==> config.mk <==
export PLATFORM = sky130hd
export DESIGN_NAME = operand_decoder
export DESIGN_NICKNAME = d
export VERILOG_FILES = /design/src/hw/decode_pkg.sv /design/src/hw/cond_eval.sv /design/src/hw/field_extract.sv /design/src/hw/operand_decoder.sv
export SDC_FILE = /design/constraint.sdc
export NUM_CORES = 1
export LEC_CHECK = 0
export BUFFER_PORTS_ARGS = -buffer_cell sky130_fd_sc_hd__buf_2
export CORE_MARGIN = 2
export CORE_UTILIZATION = 45
export DETAILED_ROUTE_END_ITERATION = 10
export PLACE_DENSITY_LB_ADDON = 0.1
export SYNTH_ARGS = -nofsm -noshare
export SYNTH_HDL_FRONTEND = slang
export SYNTH_SLANG_ARGS = --single-unit
==> constraint.sdc <==
create_clock -name i_clk_sys -period 2.3 [get_ports i_clk_sys]
set_input_delay 0.23 -clock i_clk_sys [delete_from_list [all_inputs] [get_ports i_clk_sys]]
set_output_delay 0.23 -clock i_clk_sys [all_outputs]
set_load 0.01 [all_outputs]
==> src/hw/decode_pkg.sv <==
package decode_pkg;

  // Widths of the instruction stream and of the decoded fields.
  localparam int WORD_W = 16;
  localparam int FIELD_W = 4;
  localparam int MODE_W = 2;
  localparam int OPC_W = 5;
  localparam int SEG_W = 7;

  // Field positions inside the first instruction word.
  localparam int MODE_LSB = 14;
  localparam int OPC_LSB = 9;
  localparam int WB_POS = 8;
  localparam int SRC_LSB = 4;
  localparam int DST_LSB = 0;
  localparam int COND_LSB = 4;
  localparam int NUM_LSB = 0;
  localparam int RCNT_LSB = 4;

  // Field positions inside an extension word.
  localparam int INDEX_LSB = 8;
  localparam int LONG_FORM_POS = 15;
  localparam int SEG_LSB = 8;

  // Addressing mode field codes.
  localparam logic [1:0] MODE_IM_IR = 2'h0;
  localparam logic [1:0] MODE_DA_X = 2'h1;
  localparam logic [1:0] MODE_REG = 2'h2;

  // Source field value that marks the register-free forms.
  localparam logic [3:0] SRC_NONE = 4'h0;

  // Word/byte selector value for word-sized operands.
  localparam logic WB_WORD = 1'b1;

  // Condition field codes.
  localparam logic [3:0] CC_NEVER = 4'h0;
  localparam logic [3:0] CC_LT = 4'h1;
  localparam logic [3:0] CC_LE = 4'h2;
  localparam logic [3:0] CC_ULE = 4'h3;
  localparam logic [3:0] CC_WRAPPED = 4'h4;
  localparam logic [3:0] CC_MINUS = 4'h5;
  localparam logic [3:0] CC_ZERO = 4'h6;
  localparam logic [3:0] CC_CARRY = 4'h7;
  localparam logic [3:0] CC_ALWAYS = 4'h8;
  localparam logic [3:0] CC_GE = 4'h9;
  localparam logic [3:0] CC_GT = 4'ha;
  localparam logic [3:0] CC_UGT = 4'hb;
  localparam logic [3:0] CC_NOT_WRAPPED = 4'hc;
  localparam logic [3:0] CC_PLUS = 4'hd;
  localparam logic [3:0] CC_NONNULL = 4'he;
  localparam logic [3:0] CC_NO_CARRY = 4'hf;

  // Aliases that share an encoding with the codes above.
  localparam logic [3:0] CC_EQUAL = CC_ZERO;
  localparam logic [3:0] CC_UNEQUAL = CC_NONNULL;
  localparam logic [3:0] CC_UNSIGNED_BELOW = CC_CARRY;
  localparam logic [3:0] CC_UNSIGNED_AT_LEAST = CC_NO_CARRY;
  localparam logic [3:0] CC_EVEN_ONES = CC_WRAPPED;
  localparam logic [3:0] CC_ODD_ONES = CC_NOT_WRAPPED;

  // Displacement width selector.
  localparam logic [1:0] DISP_8 = 2'h0;
  localparam logic [1:0] DISP_12 = 2'h1;
  localparam logic [1:0] DISP_16 = 2'h2;

  // Decoded addressing kind reported to the datapath.
  typedef enum logic [2:0] {
    KIND_REGISTER,
    KIND_LITERAL,
    KIND_REG_POINTER,
    KIND_FIXED_LOCATION,
    KIND_OTHER
  } mode_kind_t;

endpackage

==> src/hw/cond_eval.sv <==
`timescale 1ns/10ps
module cond_eval (
  input wire logic [3:0] i_condition_field,
  input wire logic i_flag_zero,
  input wire logic i_flag_carry,
  input wire logic i_flag_sign,
  input wire logic i_flag_wrapped,
  input wire logic i_flag_parity,
  output logic o_holds
);

  logic sign_ne_wrap;
  logic le_term;

  // Shared signed terms keep the paired codes exact complements.
  assign sign_ne_wrap = i_flag_sign ^ i_flag_wrapped;
  assign le_term = i_flag_zero | sign_ne_wrap;

  // Flag test per condition code; aliases decode through the same item.
  always_comb begin
    unique case (i_condition_field)
      // RULE_01: never and always.
      decode_pkg::CC_NEVER: o_holds = 1'b0;
      decode_pkg::CC_ALWAYS: o_holds = 1'b1;
      // RULE_02: zero carry sign.
      // RULE_08: shared alias encodings.
      decode_pkg::CC_ZERO: o_holds = i_flag_zero;
      decode_pkg::CC_NONNULL: o_holds = ~i_flag_zero;
      decode_pkg::CC_CARRY: o_holds = i_flag_carry;
      decode_pkg::CC_NO_CARRY: o_holds = ~i_flag_carry;
      decode_pkg::CC_PLUS: o_holds = ~i_flag_sign;
      decode_pkg::CC_MINUS: o_holds = i_flag_sign;
      // RULE_03: overflow and parity. Parity and overflow share one flag bit
      // in the flag register, so both inputs are tied together upstream.
      decode_pkg::CC_WRAPPED: o_holds = i_flag_wrapped | i_flag_parity;
      decode_pkg::CC_NOT_WRAPPED: o_holds = ~(i_flag_wrapped | i_flag_parity);
      // RULE_04: signed ge/lt.
      decode_pkg::CC_GE: o_holds = ~sign_ne_wrap;
      decode_pkg::CC_LT: o_holds = sign_ne_wrap;
      // RULE_05: signed gt/le.
      decode_pkg::CC_GT: o_holds = ~le_term;
      decode_pkg::CC_LE: o_holds = le_term;
      // RULE_06: unsigned greater.
      decode_pkg::CC_UGT: o_holds = ~i_flag_carry & ~i_flag_zero;
      // RULE_07: unsigned less-or-equal.
      decode_pkg::CC_ULE: o_holds = i_flag_carry | i_flag_zero;
    endcase
  end

endmodule

==> src/hw/field_extract.sv <==
`timescale 1ns/10ps
module field_extract (
  input wire logic [15:0] i_word,
  input wire logic [15:0] i_ext_word,
  input wire logic [1:0] i_disp_width,
  output logic [1:0] o_mode,
  output logic [4:0] o_opcode_bits,
  output logic o_word_sel,
  output logic [3:0] o_src_field,
  output logic [3:0] o_dst_field,
  output logic [3:0] o_reg_count,
  output logic [3:0] o_num_field,
  output logic [3:0] o_condition_field,
  output logic [3:0] o_index_reg,
  output logic [15:0] o_displacement
);

  // RULE_09: fixed field slices.
  assign o_mode = i_word[decode_pkg::MODE_LSB +: decode_pkg::MODE_W];
  // RULE_12: remaining bits are opcode.
  assign o_opcode_bits = i_word[decode_pkg::OPC_LSB +: decode_pkg::OPC_W];
  assign o_word_sel = i_word[decode_pkg::WB_POS];
  assign o_src_field = i_word[decode_pkg::SRC_LSB +: decode_pkg::FIELD_W];
  assign o_dst_field = i_word[decode_pkg::DST_LSB +: decode_pkg::FIELD_W];
  assign o_reg_count = i_word[decode_pkg::RCNT_LSB +: decode_pkg::FIELD_W];
  assign o_num_field = i_word[decode_pkg::NUM_LSB +: decode_pkg::FIELD_W];
  assign o_condition_field = i_word[decode_pkg::COND_LSB +: decode_pkg::FIELD_W];
  // RULE_10: index register field.
  assign o_index_reg = i_ext_word[decode_pkg::INDEX_LSB +: decode_pkg::FIELD_W];

  // RULE_11: format-dependent displacement.
  // Short forms live in the first word and are sign extended to a word.
  always_comb begin
    unique case (i_disp_width)
      decode_pkg::DISP_8: o_displacement = {{8{i_word[7]}}, i_word[7:0]};
      decode_pkg::DISP_12: o_displacement = {{4{i_word[11]}}, i_word[11:0]};
      default: o_displacement = i_ext_word;
    endcase
  end

endmodule

==> src/hw/operand_decoder.sv <==
`timescale 1ns/10ps
// Behaviour
// RULE_01: One condition code never holds, one always holds, whatever the flags.
// RULE_02: Zero/not-zero test Z; carry/no-carry test C; plus/minus test S.
// RULE_03: Equal/unequal test Z; overflow codes test V; parity codes test P.
// RULE_04: Signed ge holds when S xor V is zero; lt when one.
// RULE_05: Signed gt holds when Z or (S xor V) is zero; le otherwise.
// RULE_06: Unsigned greater holds only with carry and zero both clear.
// RULE_07: Code 0011 is unsigned less-or-equal, holding when C or Z set.
// RULE_08: Equal/zero, unequal/nonzero, and other listed pairs evaluate identically.
// RULE_09: Extract 2-bit mode, 4-bit count, number, condition, one width bit.
// RULE_10: Based-indexed addressing takes a separate 4-bit index register field.
// RULE_11: Relative and based displacement width depends on instruction format.
// RULE_12: All other bits are opcode bits; nine basic layouts exist.
// RULE_13: Extension word count follows mode, immediate size and segmentation; the decoder fetches none for indexed and based forms.
// RULE_14: Mode 10 is register to register with no extension word.
// RULE_15: Mode 00 with zero source is immediate; word uses one word.
// RULE_16: Byte immediate word carries the same byte in both halves.
// RULE_17: Long immediate reads two words, high half first.
// RULE_18: Mode 00 with nonzero source is register pointer, no extension.
// RULE_19: Mode 01 zero source is direct; unsegmented takes one address word.
// RULE_20: Segmented short form: top bit 0, segment above, offset low byte.
// RULE_21: Segmented long form: top bit 1, then a full offset word.
// RULE_22: Width bit set means word, clear means byte, routed to datapath.
module operand_decoder (
  input wire logic i_clk_sys,
  input wire logic i_rst_n,
  input wire logic i_word_valid,
  input wire logic [15:0] i_word,
  output logic o_word_ready,
  input wire logic i_long_operand,
  input wire logic i_segmented,
  input wire logic [1:0] i_disp_width,
  input wire logic [3:0] i_condition_field,
  input wire logic i_flag_zero,
  input wire logic i_flag_carry,
  input wire logic i_flag_sign,
  input wire logic i_flag_wrapped,
  input wire logic i_flag_parity,
  output logic o_cond_holds,
  output logic o_dec_valid,
  output decode_pkg::mode_kind_t o_mode_kind,
  output logic [1:0] o_mode,
  output logic [4:0] o_opcode_bits,
  output logic o_is_word,
  output logic o_is_long,
  output logic [3:0] o_src_field,
  output logic [3:0] o_dst_field,
  output logic [3:0] o_reg_count,
  output logic [3:0] o_num_field,
  output logic [3:0] o_condition_field,
  output logic [3:0] o_index_reg,
  output logic [15:0] o_displacement,
  output logic [31:0] o_operand,
  output logic [6:0] o_segment,
  output logic [15:0] o_offset,
  output logic o_long_address,
  output logic [1:0] o_ext_count,
  output logic o_byte_mismatch
);

  typedef enum logic [2:0] {
    ST_FIRST,
    ST_EXT_A,
    ST_EXT_B,
    ST_EMIT
  } state_t;

  state_t state;
  state_t next_state;
  logic [15:0] first_word;
  logic [15:0] ext_a;
  logic take;
  logic [1:0] mode_f;
  logic [4:0] opc_f;
  logic wb_f;
  logic [3:0] src_f;
  logic [3:0] dst_f;
  logic [3:0] rcnt_f;
  logic [3:0] num_f;
  logic [3:0] cond_f;
  logic [3:0] index_f;
  logic [15:0] disp_f;
  logic cond_now;
  decode_pkg::mode_kind_t kind_now;
  decode_pkg::mode_kind_t kind;
  logic long_imm;

  // Condition evaluation against the live flags.
  cond_eval u_cond_eval (
    .i_condition_field(i_condition_field),
    .i_flag_zero(i_flag_zero),
    .i_flag_carry(i_flag_carry),
    .i_flag_sign(i_flag_sign),
    .i_flag_wrapped(i_flag_wrapped),
    .i_flag_parity(i_flag_parity),
    .o_holds(cond_now)
  );

  // Field slicing of the held first word and first extension word.
  field_extract u_field_extract (
    .i_word(first_word),
    .i_ext_word(ext_a),
    .i_disp_width(i_disp_width),
    .o_mode(mode_f),
    .o_opcode_bits(opc_f),
    .o_word_sel(wb_f),
    .o_src_field(src_f),
    .o_dst_field(dst_f),
    .o_reg_count(rcnt_f),
    .o_num_field(num_f),
    .o_condition_field(cond_f),
    .o_index_reg(index_f),
    .o_displacement(disp_f)
  );

  // The condition result is registered so the branch unit sees a clean level.
  always_ff @(posedge i_clk_sys or negedge i_rst_n) begin
    if (!i_rst_n) begin
      o_cond_holds <= 1'b0;
    end else begin
      o_cond_holds <= cond_now;
    end
  end

  // The fetch side may offer a word whenever no result is being emitted.
  assign o_word_ready = (state != ST_EMIT);
  assign take = i_word_valid & o_word_ready;

  // Addressing kind of the word being accepted in the first-word state.
  always_comb begin
    unique case (i_word[decode_pkg::MODE_LSB +: decode_pkg::MODE_W])
      // RULE_14: register to register.
      decode_pkg::MODE_REG: kind_now = decode_pkg::KIND_REGISTER;
      // RULE_15: immediate versus pointer.
      // RULE_18: nonzero source is pointer.
      decode_pkg::MODE_IM_IR: begin
        if (i_word[decode_pkg::SRC_LSB +: decode_pkg::FIELD_W] == decode_pkg::SRC_NONE) begin
          kind_now = decode_pkg::KIND_LITERAL;
        end else begin
          kind_now = decode_pkg::KIND_REG_POINTER;
        end
      end
      // RULE_19: direct address select.
      decode_pkg::MODE_DA_X: begin
        if (i_word[decode_pkg::SRC_LSB +: decode_pkg::FIELD_W] == decode_pkg::SRC_NONE) begin
          kind_now = decode_pkg::KIND_FIXED_LOCATION;
        end else begin
          kind_now = decode_pkg::KIND_OTHER;
        end
      end
      default: kind_now = decode_pkg::KIND_OTHER;
    endcase
  end

  // RULE_13: extension fetch sequencing.
  // Indexed and based forms fetch nothing here; their words pass through
  // the fetch unit, which knows the full format table.
  always_comb begin
    next_state = state;
    unique case (state)
      ST_FIRST: begin
        if (take) begin
          if (kind_now == decode_pkg::KIND_LITERAL ||
              kind_now == decode_pkg::KIND_FIXED_LOCATION) begin
            next_state = ST_EXT_A;
          end else begin
            next_state = ST_EMIT;
          end
        end
      end
      ST_EXT_A: begin
        if (take) begin
          // RULE_17: long immediate second word.
          // RULE_21: long segmented offset word.
          if ((kind == decode_pkg::KIND_LITERAL && long_imm) ||
              (kind == decode_pkg::KIND_FIXED_LOCATION && i_segmented &&
               i_word[decode_pkg::LONG_FORM_POS])) begin
            next_state = ST_EXT_B;
          end else begin
            next_state = ST_EMIT;
          end
        end
      end
      ST_EXT_B: begin
        if (take) begin
          next_state = ST_EMIT;
        end
      end
      ST_EMIT: next_state = ST_FIRST;
    endcase
  end

  always_ff @(posedge i_clk_sys or negedge i_rst_n) begin
    if (!i_rst_n) begin
      state <= ST_FIRST;
    end else begin
      state <= next_state;
    end
  end

  // Capture of the first word, its kind and the operand size.
  always_ff @(posedge i_clk_sys or negedge i_rst_n) begin
    if (!i_rst_n) begin
      first_word <= 16'h0000;
      kind <= decode_pkg::KIND_OTHER;
      long_imm <= 1'b0;
    end else if (state == ST_FIRST && take) begin
      first_word <= i_word;
      kind <= kind_now;
      long_imm <= i_long_operand;
    end
  end

  // First extension word is kept for the index and displacement slices.
  always_ff @(posedge i_clk_sys or negedge i_rst_n) begin
    if (!i_rst_n) begin
      ext_a <= 16'h0000;
    end else if (state == ST_EXT_A && take) begin
      ext_a <= i_word;
    end
  end

  // Immediate operand assembly.
  always_ff @(posedge i_clk_sys or negedge i_rst_n) begin
    if (!i_rst_n) begin
      o_operand <= 32'h0000_0000;
      o_byte_mismatch <= 1'b0;
    end else if (state == ST_FIRST && take) begin
      o_operand <= 32'h0000_0000;
      o_byte_mismatch <= 1'b0;
    end else if (kind == decode_pkg::KIND_LITERAL && take) begin
      if (state == ST_EXT_A) begin
        if (long_imm) begin
          // RULE_17: high half first.
          o_operand <= {i_word, 16'h0000};
        end else if (first_word[decode_pkg::WB_POS] == decode_pkg::WB_WORD) begin
          // RULE_15: single word operand.
          o_operand <= {16'h0000, i_word};
        end else begin
          // RULE_16: duplicated byte check.
          o_operand <= {24'h00_0000, i_word[7:0]};
          o_byte_mismatch <= (i_word[15:8] != i_word[7:0]);
        end
      end else if (state == ST_EXT_B) begin
        o_operand <= {o_operand[31:16], i_word};
      end
    end
  end

  // Direct address assembly.
  always_ff @(posedge i_clk_sys or negedge i_rst_n) begin
    if (!i_rst_n) begin
      o_segment <= 7'h00;
      o_offset <= 16'h0000;
      o_long_address <= 1'b0;
    end else if (state == ST_FIRST && take) begin
      o_segment <= 7'h00;
      o_offset <= 16'h0000;
      o_long_address <= 1'b0;
    end else if (kind == decode_pkg::KIND_FIXED_LOCATION && take) begin
      if (state == ST_EXT_A) begin
        if (!i_segmented) begin
          // RULE_19: whole unsegmented address.
          o_offset <= i_word;
        end else begin
          o_segment <= i_word[decode_pkg::SEG_LSB +: decode_pkg::SEG_W];
          o_long_address <= i_word[decode_pkg::LONG_FORM_POS];
          // RULE_20: short segmented offset.
          o_offset <= {8'h00, i_word[7:0]};
        end
      end else if (state == ST_EXT_B) begin
        // RULE_21: long offset word.
        o_offset <= i_word;
      end
    end
  end

  // Extension words counted for the fetch unit's length bookkeeping.
  always_ff @(posedge i_clk_sys or negedge i_rst_n) begin
    if (!i_rst_n) begin
      o_ext_count <= 2'h0;
    end else if (state == ST_FIRST && take) begin
      o_ext_count <= 2'h0;
    end else if ((state == ST_EXT_A || state == ST_EXT_B) && take) begin
      o_ext_count <= o_ext_count + 2'h1;
    end
  end

  // Result publication: the field outputs change together with the valid pulse;
  // operand, address, extension count and byte mismatch update as each word is taken.
  always_ff @(posedge i_clk_sys or negedge i_rst_n) begin
    if (!i_rst_n) begin
      o_dec_valid <= 1'b0;
      o_mode_kind <= decode_pkg::KIND_OTHER;
      o_mode <= 2'h0;
      o_opcode_bits <= 5'h00;
      o_is_word <= 1'b0;
      o_is_long <= 1'b0;
      o_src_field <= 4'h0;
      o_dst_field <= 4'h0;
      o_reg_count <= 4'h0;
      o_num_field <= 4'h0;
      o_condition_field <= 4'h0;
      o_index_reg <= 4'h0;
      o_displacement <= 16'h0000;
    end else begin
      o_dec_valid <= (state == ST_EMIT);
      if (state == ST_EMIT) begin
        o_mode_kind <= kind;
        o_mode <= mode_f;
        o_opcode_bits <= opc_f;
        // RULE_22: operand width routing.
        o_is_word <= (wb_f == decode_pkg::WB_WORD);
        o_is_long <= long_imm;
        o_src_field <= src_f;
        o_dst_field <= dst_f;
        o_reg_count <= rcnt_f;
        o_num_field <= num_f;
        o_condition_field <= cond_f;
        o_index_reg <= index_f;
        o_displacement <= disp_f;
      end
    end
  end

endmodule

==> out/results.tsv, run 1 <==
stage	metric	value	unit
cts	cts-buffers-inserted	17	
synth	syn_inst	563	
cells_and_area	largest_reg_flops	32	
timing	layout_min_cycle_time	2100	ps
synth	synth_area_per_cell	10.9	µm²
worst_setup_path	path_class	flip-flop to output port	
worst_setup_path	worstPathCellList	ha_2 > buf_6 > inv_1 > buf_2	
cts	clock_latency	420	ps
worst_setup_path	end_kind	output port	
cts	path_clk_slew	60	ps
worst_setup_path	max_stage_delay	440	ps
cts	cts-root-buf	clkbuf_16	
power	p_sw	3.66	mW
placement	portBuffers	145	
power	ir_drop	582	µV
timing	setup-violations-final	0	
worst_setup_path	crit_end	o_word_ready	
worst_setup_path	critPathLaunch	state[0]	
power	leakage	3.78	nW
grt	grt_max_degree	70	
min_path	hp-class	input port to flip-flop	
power	p_comb_share	34.8	%
placement	place_area	0.00693	mm²
cells_and_area	instances_no_fill	875	
power	p_per_area	1380	mW/mm²
worst_setup_path	reg2reg_from	state[0]	
grt	grt_pass1_wl	24900	µm
placement	dp_cells	841	
routing	postRouteAntennaNets	0	
worst_setup_path	r2r_setup_slack	210	ps
cts	max-clock-path-buffers	2	
worst_setup_path	start_kind	flip-flop	
cells_and_area	areaGrowthSynthToFinish	22.9	%
grt	grt_usage	22.6	%
routing	drt_wl_total	15900	µm
die	core-area	0.0133	mm²
cells_and_area	diodes	0	
cells_and_area	final_core_util	56.9	%
worst_setup_path	reg2reg_to	o_offset[13]	
placement	gp_congestion	0.830	
cts	htreeDepth	4	
routing	viasPerCell	5.36	
worst_setup_path	required	2070	ps
worst_setup_path	worst-path-max-fanout	45	
worst_setup_path	path_depth	4	
power	p_sw_share	35.1	%
worst_setup_path	crit_arrival	1870	ps
synth	ys_seq_elements	139	
timing	hold_viol_final	0	
cells_and_area	fill_cells	1156	
synth	synthesis.nets	599	
timing	slew_headroom	41.6	%
worst_setup_path	cp_num_buf_inv	3	
timing	finClkSkew	8.04	ps
routing	wl_per_cell	18.2	µm
die	start_util	46.3	%
cells_and_area	final_area	0.00757	mm²
power	p_int	6.77	mW
timing	min_period_over_period	91.2	%
timing	tns	0	ps
power	total_power	10.4	mW
cts	cts_setup_buffers	0	
routing	drc	0	
worst_setup_path	critical-path-slowest-cell	dfrtp_1	
cells_and_area	top_register	o_operand	
die	die-area	0.0146	mm²
cells_and_area	fin_nets	723	
outcome	status	completed	
cts	cts.sinks	139	
timing	drv_slew	0	
die	die_w	121	µm
routing	drtIter0Drc	297	
min_path	whs_path_depth	3	
routing	firstDrtPassIters	5	
cts	cts_tree	yes	
worst_setup_path	crit_family	buffers and inverters	
job	max-cap-violations	0	
synth	seq_area_frac_synth	56.5	%
timing	worstMarginPinSlew	873	ps
power	power_frac_seq	38.2	%
placement	dpl.hpwl	10600	µm
worst_setup_path	worstRegToRegCells	5	
grt	grt_pass1_vias	4450	
die	rows	42	
power	clkPwrFrac	27.0	%
die	die_h	121	µm
synth	ys_warn_count	0	
cells_and_area	drive_gt1_share	35.3	%
die	ios	146	
grt	antenna_found_initial	0	
synth	synth_cell_types	44	
timing	rsz0062_at_grt	no	
grt	gr-total-overflow	0	
synth	synth.cell_area	0.00616	mm²
timing	max_freq	0.477	GHz
routing	num_vias	4688	
-- how the worst min path moves through the flow --
stage,startpoint,endpoint,slack (ps)
floorplan,i_rst_n,ext_a[0],-70
global placement,i_rst_n,first_word[10],280
detailed placement,i_rst_n,first_word[9],280
CTS,i_long_operand,long_imm,10
global route,i_long_operand,long_imm,40
finish,i_long_operand,long_imm,30
-- worst reg2reg max path, cell delays in order (launching register included) --
cell	delay [ps]
dfrtp_1	440
inv_1	90
ha_1	230
or2_4	280
a31oi_2	740
o31ai_1	160
-- placed cells by master, fill, tap and decap left out, drive strengths merged, types with 2 or more instances in the layout --
| cell | count |
|---|---|
| a31oi | 4 |
| mux2i | 10 |
| a21oi | 37 |
| nand2 | 105 |
| nor3 | 6 |
| nand3b | 2 |
| nand2b | 4 |
| inv | 5 |
| nor2 | 18 |
| clkbuf | 25 |
| dlygate4sd3 | 2 |
| nand3 | 18 |
| buf | 161 |
| bufinv | 3 |
| dfstp | 2 |
| and2b | 2 |
| ha | 4 |
| dfrtp | 137 |
| o31ai | 25 |
| nor4 | 3 |
| o21a | 3 |
| mux2 | 43 |
| a41oi | 2 |
| o21ai | 35 |
| a22o | 16 |
| clkinvlp | 2 |
| nor2b | 3 |
| xor2 | 11 |
-- power groups by stage --
stage          logic [mW]  clock network, mW  registers (mW)
2_1_floorplan        2.29                  0            4.13
3_3_place_gp         3.52                  0            3.99
3_5_place_dp         3.61                  0            4.03
4_1_cts              3.64               2.83            3.99
5_1_grt              4.01               2.97            4.10
6_report             3.63               2.81            3.98
-- area by class of cell --
type,count,area [µm²],area share [%]
inverter,5,18.8,0.248
multi-input combinational,361,2360,31.1
clock inverter,6,110,1.45
clock buffer,25,495,6.54
timing repair buffer,163,888,11.7
tap,176,220,2.91
sequential,139,3480,46.0
-- stage by stage --
| stage | worst slack (ps) | hold WS, ps |
|---|---|---|
| final | 203 | 26.1 |
| after global routing | 16.8 | 43.8 |
| after CTS | 61.3 | 14.3 |
| after detailed placement | 253 | 285 |
| after global placement | 342 | 283 |
| after floorplan | 591 | -65.6 |
-- synthesized netlist by cell type, drive strengths merged --
library cell,count,area share [%]
a211oi,1,0.12
a21boi,1,0.12
a21o,1,0.12
a21oi,37,3.2
a221oi,1,0.14
a22o,16,2.3
a31oi,3,0.79
a41oi,2,0.41
and2b,2,0.26
and3b,1,0.14
and4,1,0.14
buf,32,3.6
clkbuf,27,1.6
dfrtp,137,56
dfstp,2,0.85
ha,4,0.81
inv,5,0.30
mux2,43,7.9
mux2i,10,1.6
nand2,105,6.4
nand2b,4,0.41
nand3,18,1.5
nand3b,2,0.45
nor2,18,1.1
nor2b,3,0.30
nor3,6,1.0
nor3b,1,0.30
nor4,3,0.30
o21a,3,0.37
o21ai,35,2.8
o221ai,1,0.14
o22ai,1,0.10
o31ai,25,3.0
or2,1,0.14
xor2,11,1.6
-- layer usage --
metal	track usage, %	wire (µm)	vias to the layer above
li1	-	-	2184
met1	32.3	7270	2342
met2	34.1	7650	147
met3	6.06	850	15
met4	5.96	164	0
met5	0	0	-
-- kinds of logic after synthesis --
group / after synthesis / share of synthesized area (%)
flops: 139 / 56.5
mux: 53 / 9.48
fa+ha+maj: 4 / 0.812
simple gates: 165 / 12.5
buf+inv: 64 / 5.50
xor+xnor: 11 / 1.56
compound gates: 127 / 13.7
-- timing repair --
item / CTS / global route
endpoints found under the hold margin: 64 / 0
hold buffers: 2 / 0
gates resized for setup: 0 / 1
endpoints found under the setup margin: 0 / 3
Note: power is estimated with default switching activity, not from simulation.
==> inputs of run 2 (changes only) <==
==> constraint.sdc (replaced) <==
create_clock -name i_clk_sys -period 2.3 [get_ports i_clk_sys]
set_input_delay 0.69 -clock i_clk_sys [delete_from_list [all_inputs] [get_ports i_clk_sys]]
set_output_delay 0.69 -clock i_clk_sys [all_outputs]
set_load 0.01 [all_outputs]
==> out/results.tsv, run 2 (same netlist as run 1, synthesis figures left out) <==
stage	metric	value	unit	change
worst_setup_path	path_class	flip-flop to flip-flop		
power	power_frac_seq	38.0	%	-0.2 points
timing	setup-violations-final	0		unchanged
routing	num_vias	4689		+0.021%
worst_setup_path	required	2560	ps	+490 ps
placement	portBuffers	145		unchanged
routing	firstDrtPassIters	4		-1
die	die_h	121	µm	unchanged
timing	whs	184	ps	+158 ps
grt	grt_pass1_wl	25900	µm	+3.7%
cts	clock_latency	420	ps	about the same
timing	hold_viol_final	0		unchanged
worst_setup_path	worstRegToRegCells	5		unchanged
power	ir_drop	657	µV	+13%
worst_setup_path	crit_arrival	2490	ps	+620 ps
power	p_comb_share	34.0	%	-0.8 points
power	p_sw_share	34.6	%	-0.52 points
power	p_sw	3.68	mW	+0.51%
min_path	hp-class	input port to async pin		
die	ios	146		unchanged
worst_setup_path	end_kind	flip-flop		
cells_and_area	top_register	o_operand		
timing	rsz0062_at_grt	yes		
routing	drc	0		unchanged
die	die-area	0.0146	mm²	unchanged
cts	holdBufCountCts	0		-2
worst_setup_path	r2r_setup_slack	70	ps	-140 ps
cts	path_clk_slew	60	ps	about the same
grt	grt_usage	23.5	%	+0.93 points
timing	worstMarginPinSlew	836	ps	-36.2 ps
grt	grt_pass1_vias	4571		+2.7%
timing	max_freq	0.449	GHz	-5.9%
grt	antenna_found_initial	0		unchanged
worst_setup_path	start_kind	flip-flop		
die	core-area	0.0133	mm²	unchanged
cells_and_area	drive_gt1_share	36.6	%	+1.3 points
cells_and_area	fin_nets	728		+0.69%
power	clkPwrFrac	28.1	%	+1.1 points
cells_and_area	largest_reg_flops	32		unchanged
placement	dp_cells	848		+0.83%
timing	tns	0	ps	unchanged
timing	layout_min_cycle_time	2230	ps	+132 ps
timing	finClkSkew	9.98	ps	+1.94 ps
cells_and_area	instances_no_fill	881		+0.69%
routing	drtIter0Drc	344		+16%
routing	wl_per_cell	18.5	µm	+1.4%
cts	cts-buffers-inserted	17		unchanged
cts	max-clock-path-buffers	2		unchanged
timing	drv_slew	0		unchanged
worst_setup_path	max_stage_delay	710	ps	+270 ps
power	p_per_area	1380	mW/mm²	+0.40%
cts	cts_setup_buffers	0		unchanged
cts	htreeDepth	4		unchanged
outcome	status	completed		
cts	cts-root-buf	clkbuf_16		
timing	timing.final.ws_setup	70.9	ps	-132 ps
timing	slew_headroom	44.1	%	+2.4 points
placement	gp_congestion	0.870		+4.9%
cells_and_area	final_cell_mix	buf_2 (144), dfrtp_1 (137), nand2_1 (104)		
job	max-cap-violations	0		unchanged
worst_setup_path	worst-path-max-fanout	16		-64%
timing	min_period_over_period	96.9	%	+5.8 points
placement	dpl.hpwl	11200	µm	+5.7%
grt	grt_max_degree	40		-43%
worst_setup_path	critical-path-slowest-cell	a31oi_2		
worst_setup_path	reg2reg_from	state[1]		
die	die_w	121	µm	unchanged
worst_setup_path	reg2reg_to	o_offset[5]		
cells_and_area	final_common_cell	buf_2		
die	rows	42		unchanged
power	p_int	6.96	mW	+2.8%
cells_and_area	areaGrowthSynthToFinish	24.8	%	
cts	cts_tree	yes		
cells_and_area	diodes	0		unchanged
worst_setup_path	worstPathCellList	inv_1 > ha_1 > or2_4 > a31oi_2 > o31ai_1		
routing	viasPerCell	5.32		-0.66%
routing	drt_wl_total	16300	µm	+2.1%
cts	post_cts_resized	0		unchanged
cts	cts.sinks	139		unchanged
die	start_util	46.3	%	unchanged
routing	postRouteAntennaNets	0		unchanged
power	leakage	3.85	nW	+1.7%
grt	gr-total-overflow	0		unchanged
placement	dp_slack	123	ps	-130 ps
==> run 2: cell types whose count changed in the layout (fill, tap and decap cells not counted), moves of 2 or more <==
cell / before / now
buf_12: 1 / 4
buf_4: 14 / 19
bufinv_16: 3 / 5
clkbuf_1: 4 / 1
clkbuf_8: 4 / 2
clkinv_2: 1 / 4
dlygate4sd3_1: 2 / 0
==> run 2: stage by stage <==
step / area [µm²] / power [mW] / util, %
2_1_floorplan: 6160 / 6.43 / -
3_3_place_gp: 7020 / 7.56 / 52.8
3_5_place_dp: 7020 / 7.67 / 52.8
4_1_cts: 7670 / 10.7 / 57.7
5_1_grt: 7690 / 11.4 / 57.9
6_report: 7690 / 10.6 / 57.9
==> run 2: how the worst max path moves through the flow <==
stage	cells after the start	startpoint	end
6_report	5	state[1]	o_offset[5]
5_1_grt	5	state[1]	o_offset[11]
4_1_cts	4	state[0]	o_word_ready
3_5_place_dp	5	state[0]	o_offset[5]
3_3_place_gp	6	state[1]	o_offset[5]
2_1_floorplan	4	state[0]	o_word_ready
==> run 2: power by group through the flow <==
stage / clock (mW) / sequential [mW] / combinational, mW
6_report: 2.98 / 4.04 / 3.61
5_1_grt: 3.16 / 4.16 / 4.03
4_1_cts: 3.04 / 4.03 / 3.62
3_5_place_dp: 0 / 4.08 / 3.59
3_3_place_gp: 0 / 4.04 / 3.52
2_1_floorplan: 0 / 4.13 / 2.29
==> run 2: area by class of cell <==
class,instances,area (µm²)
inverter,5,18.8
multi-input combinational,361,2370
clock buffer,20,457
sequential,139,3480
fill,1161,5600
tap,176,220
timing repair buffer,168,955
clock inverter,12,194
==> run 2: layer usage <==
layer	track usage (%)	part of all wire (%)
met5	0	0
met2	35.8	48
met4	7.49	1.1
met1	33.7	45
met3	4.93	6.3
==> run 2: critical path, delay by kind of cell, from the launching register on <==
family,cells,cell delay [ps]
AND/OR/NAND/NOR,1,350
flip-flops,1,420
buffers and inverters,1,100
adder cells (fa/ha/maj),1,310
AO/OA/AOI/OAI,2,890
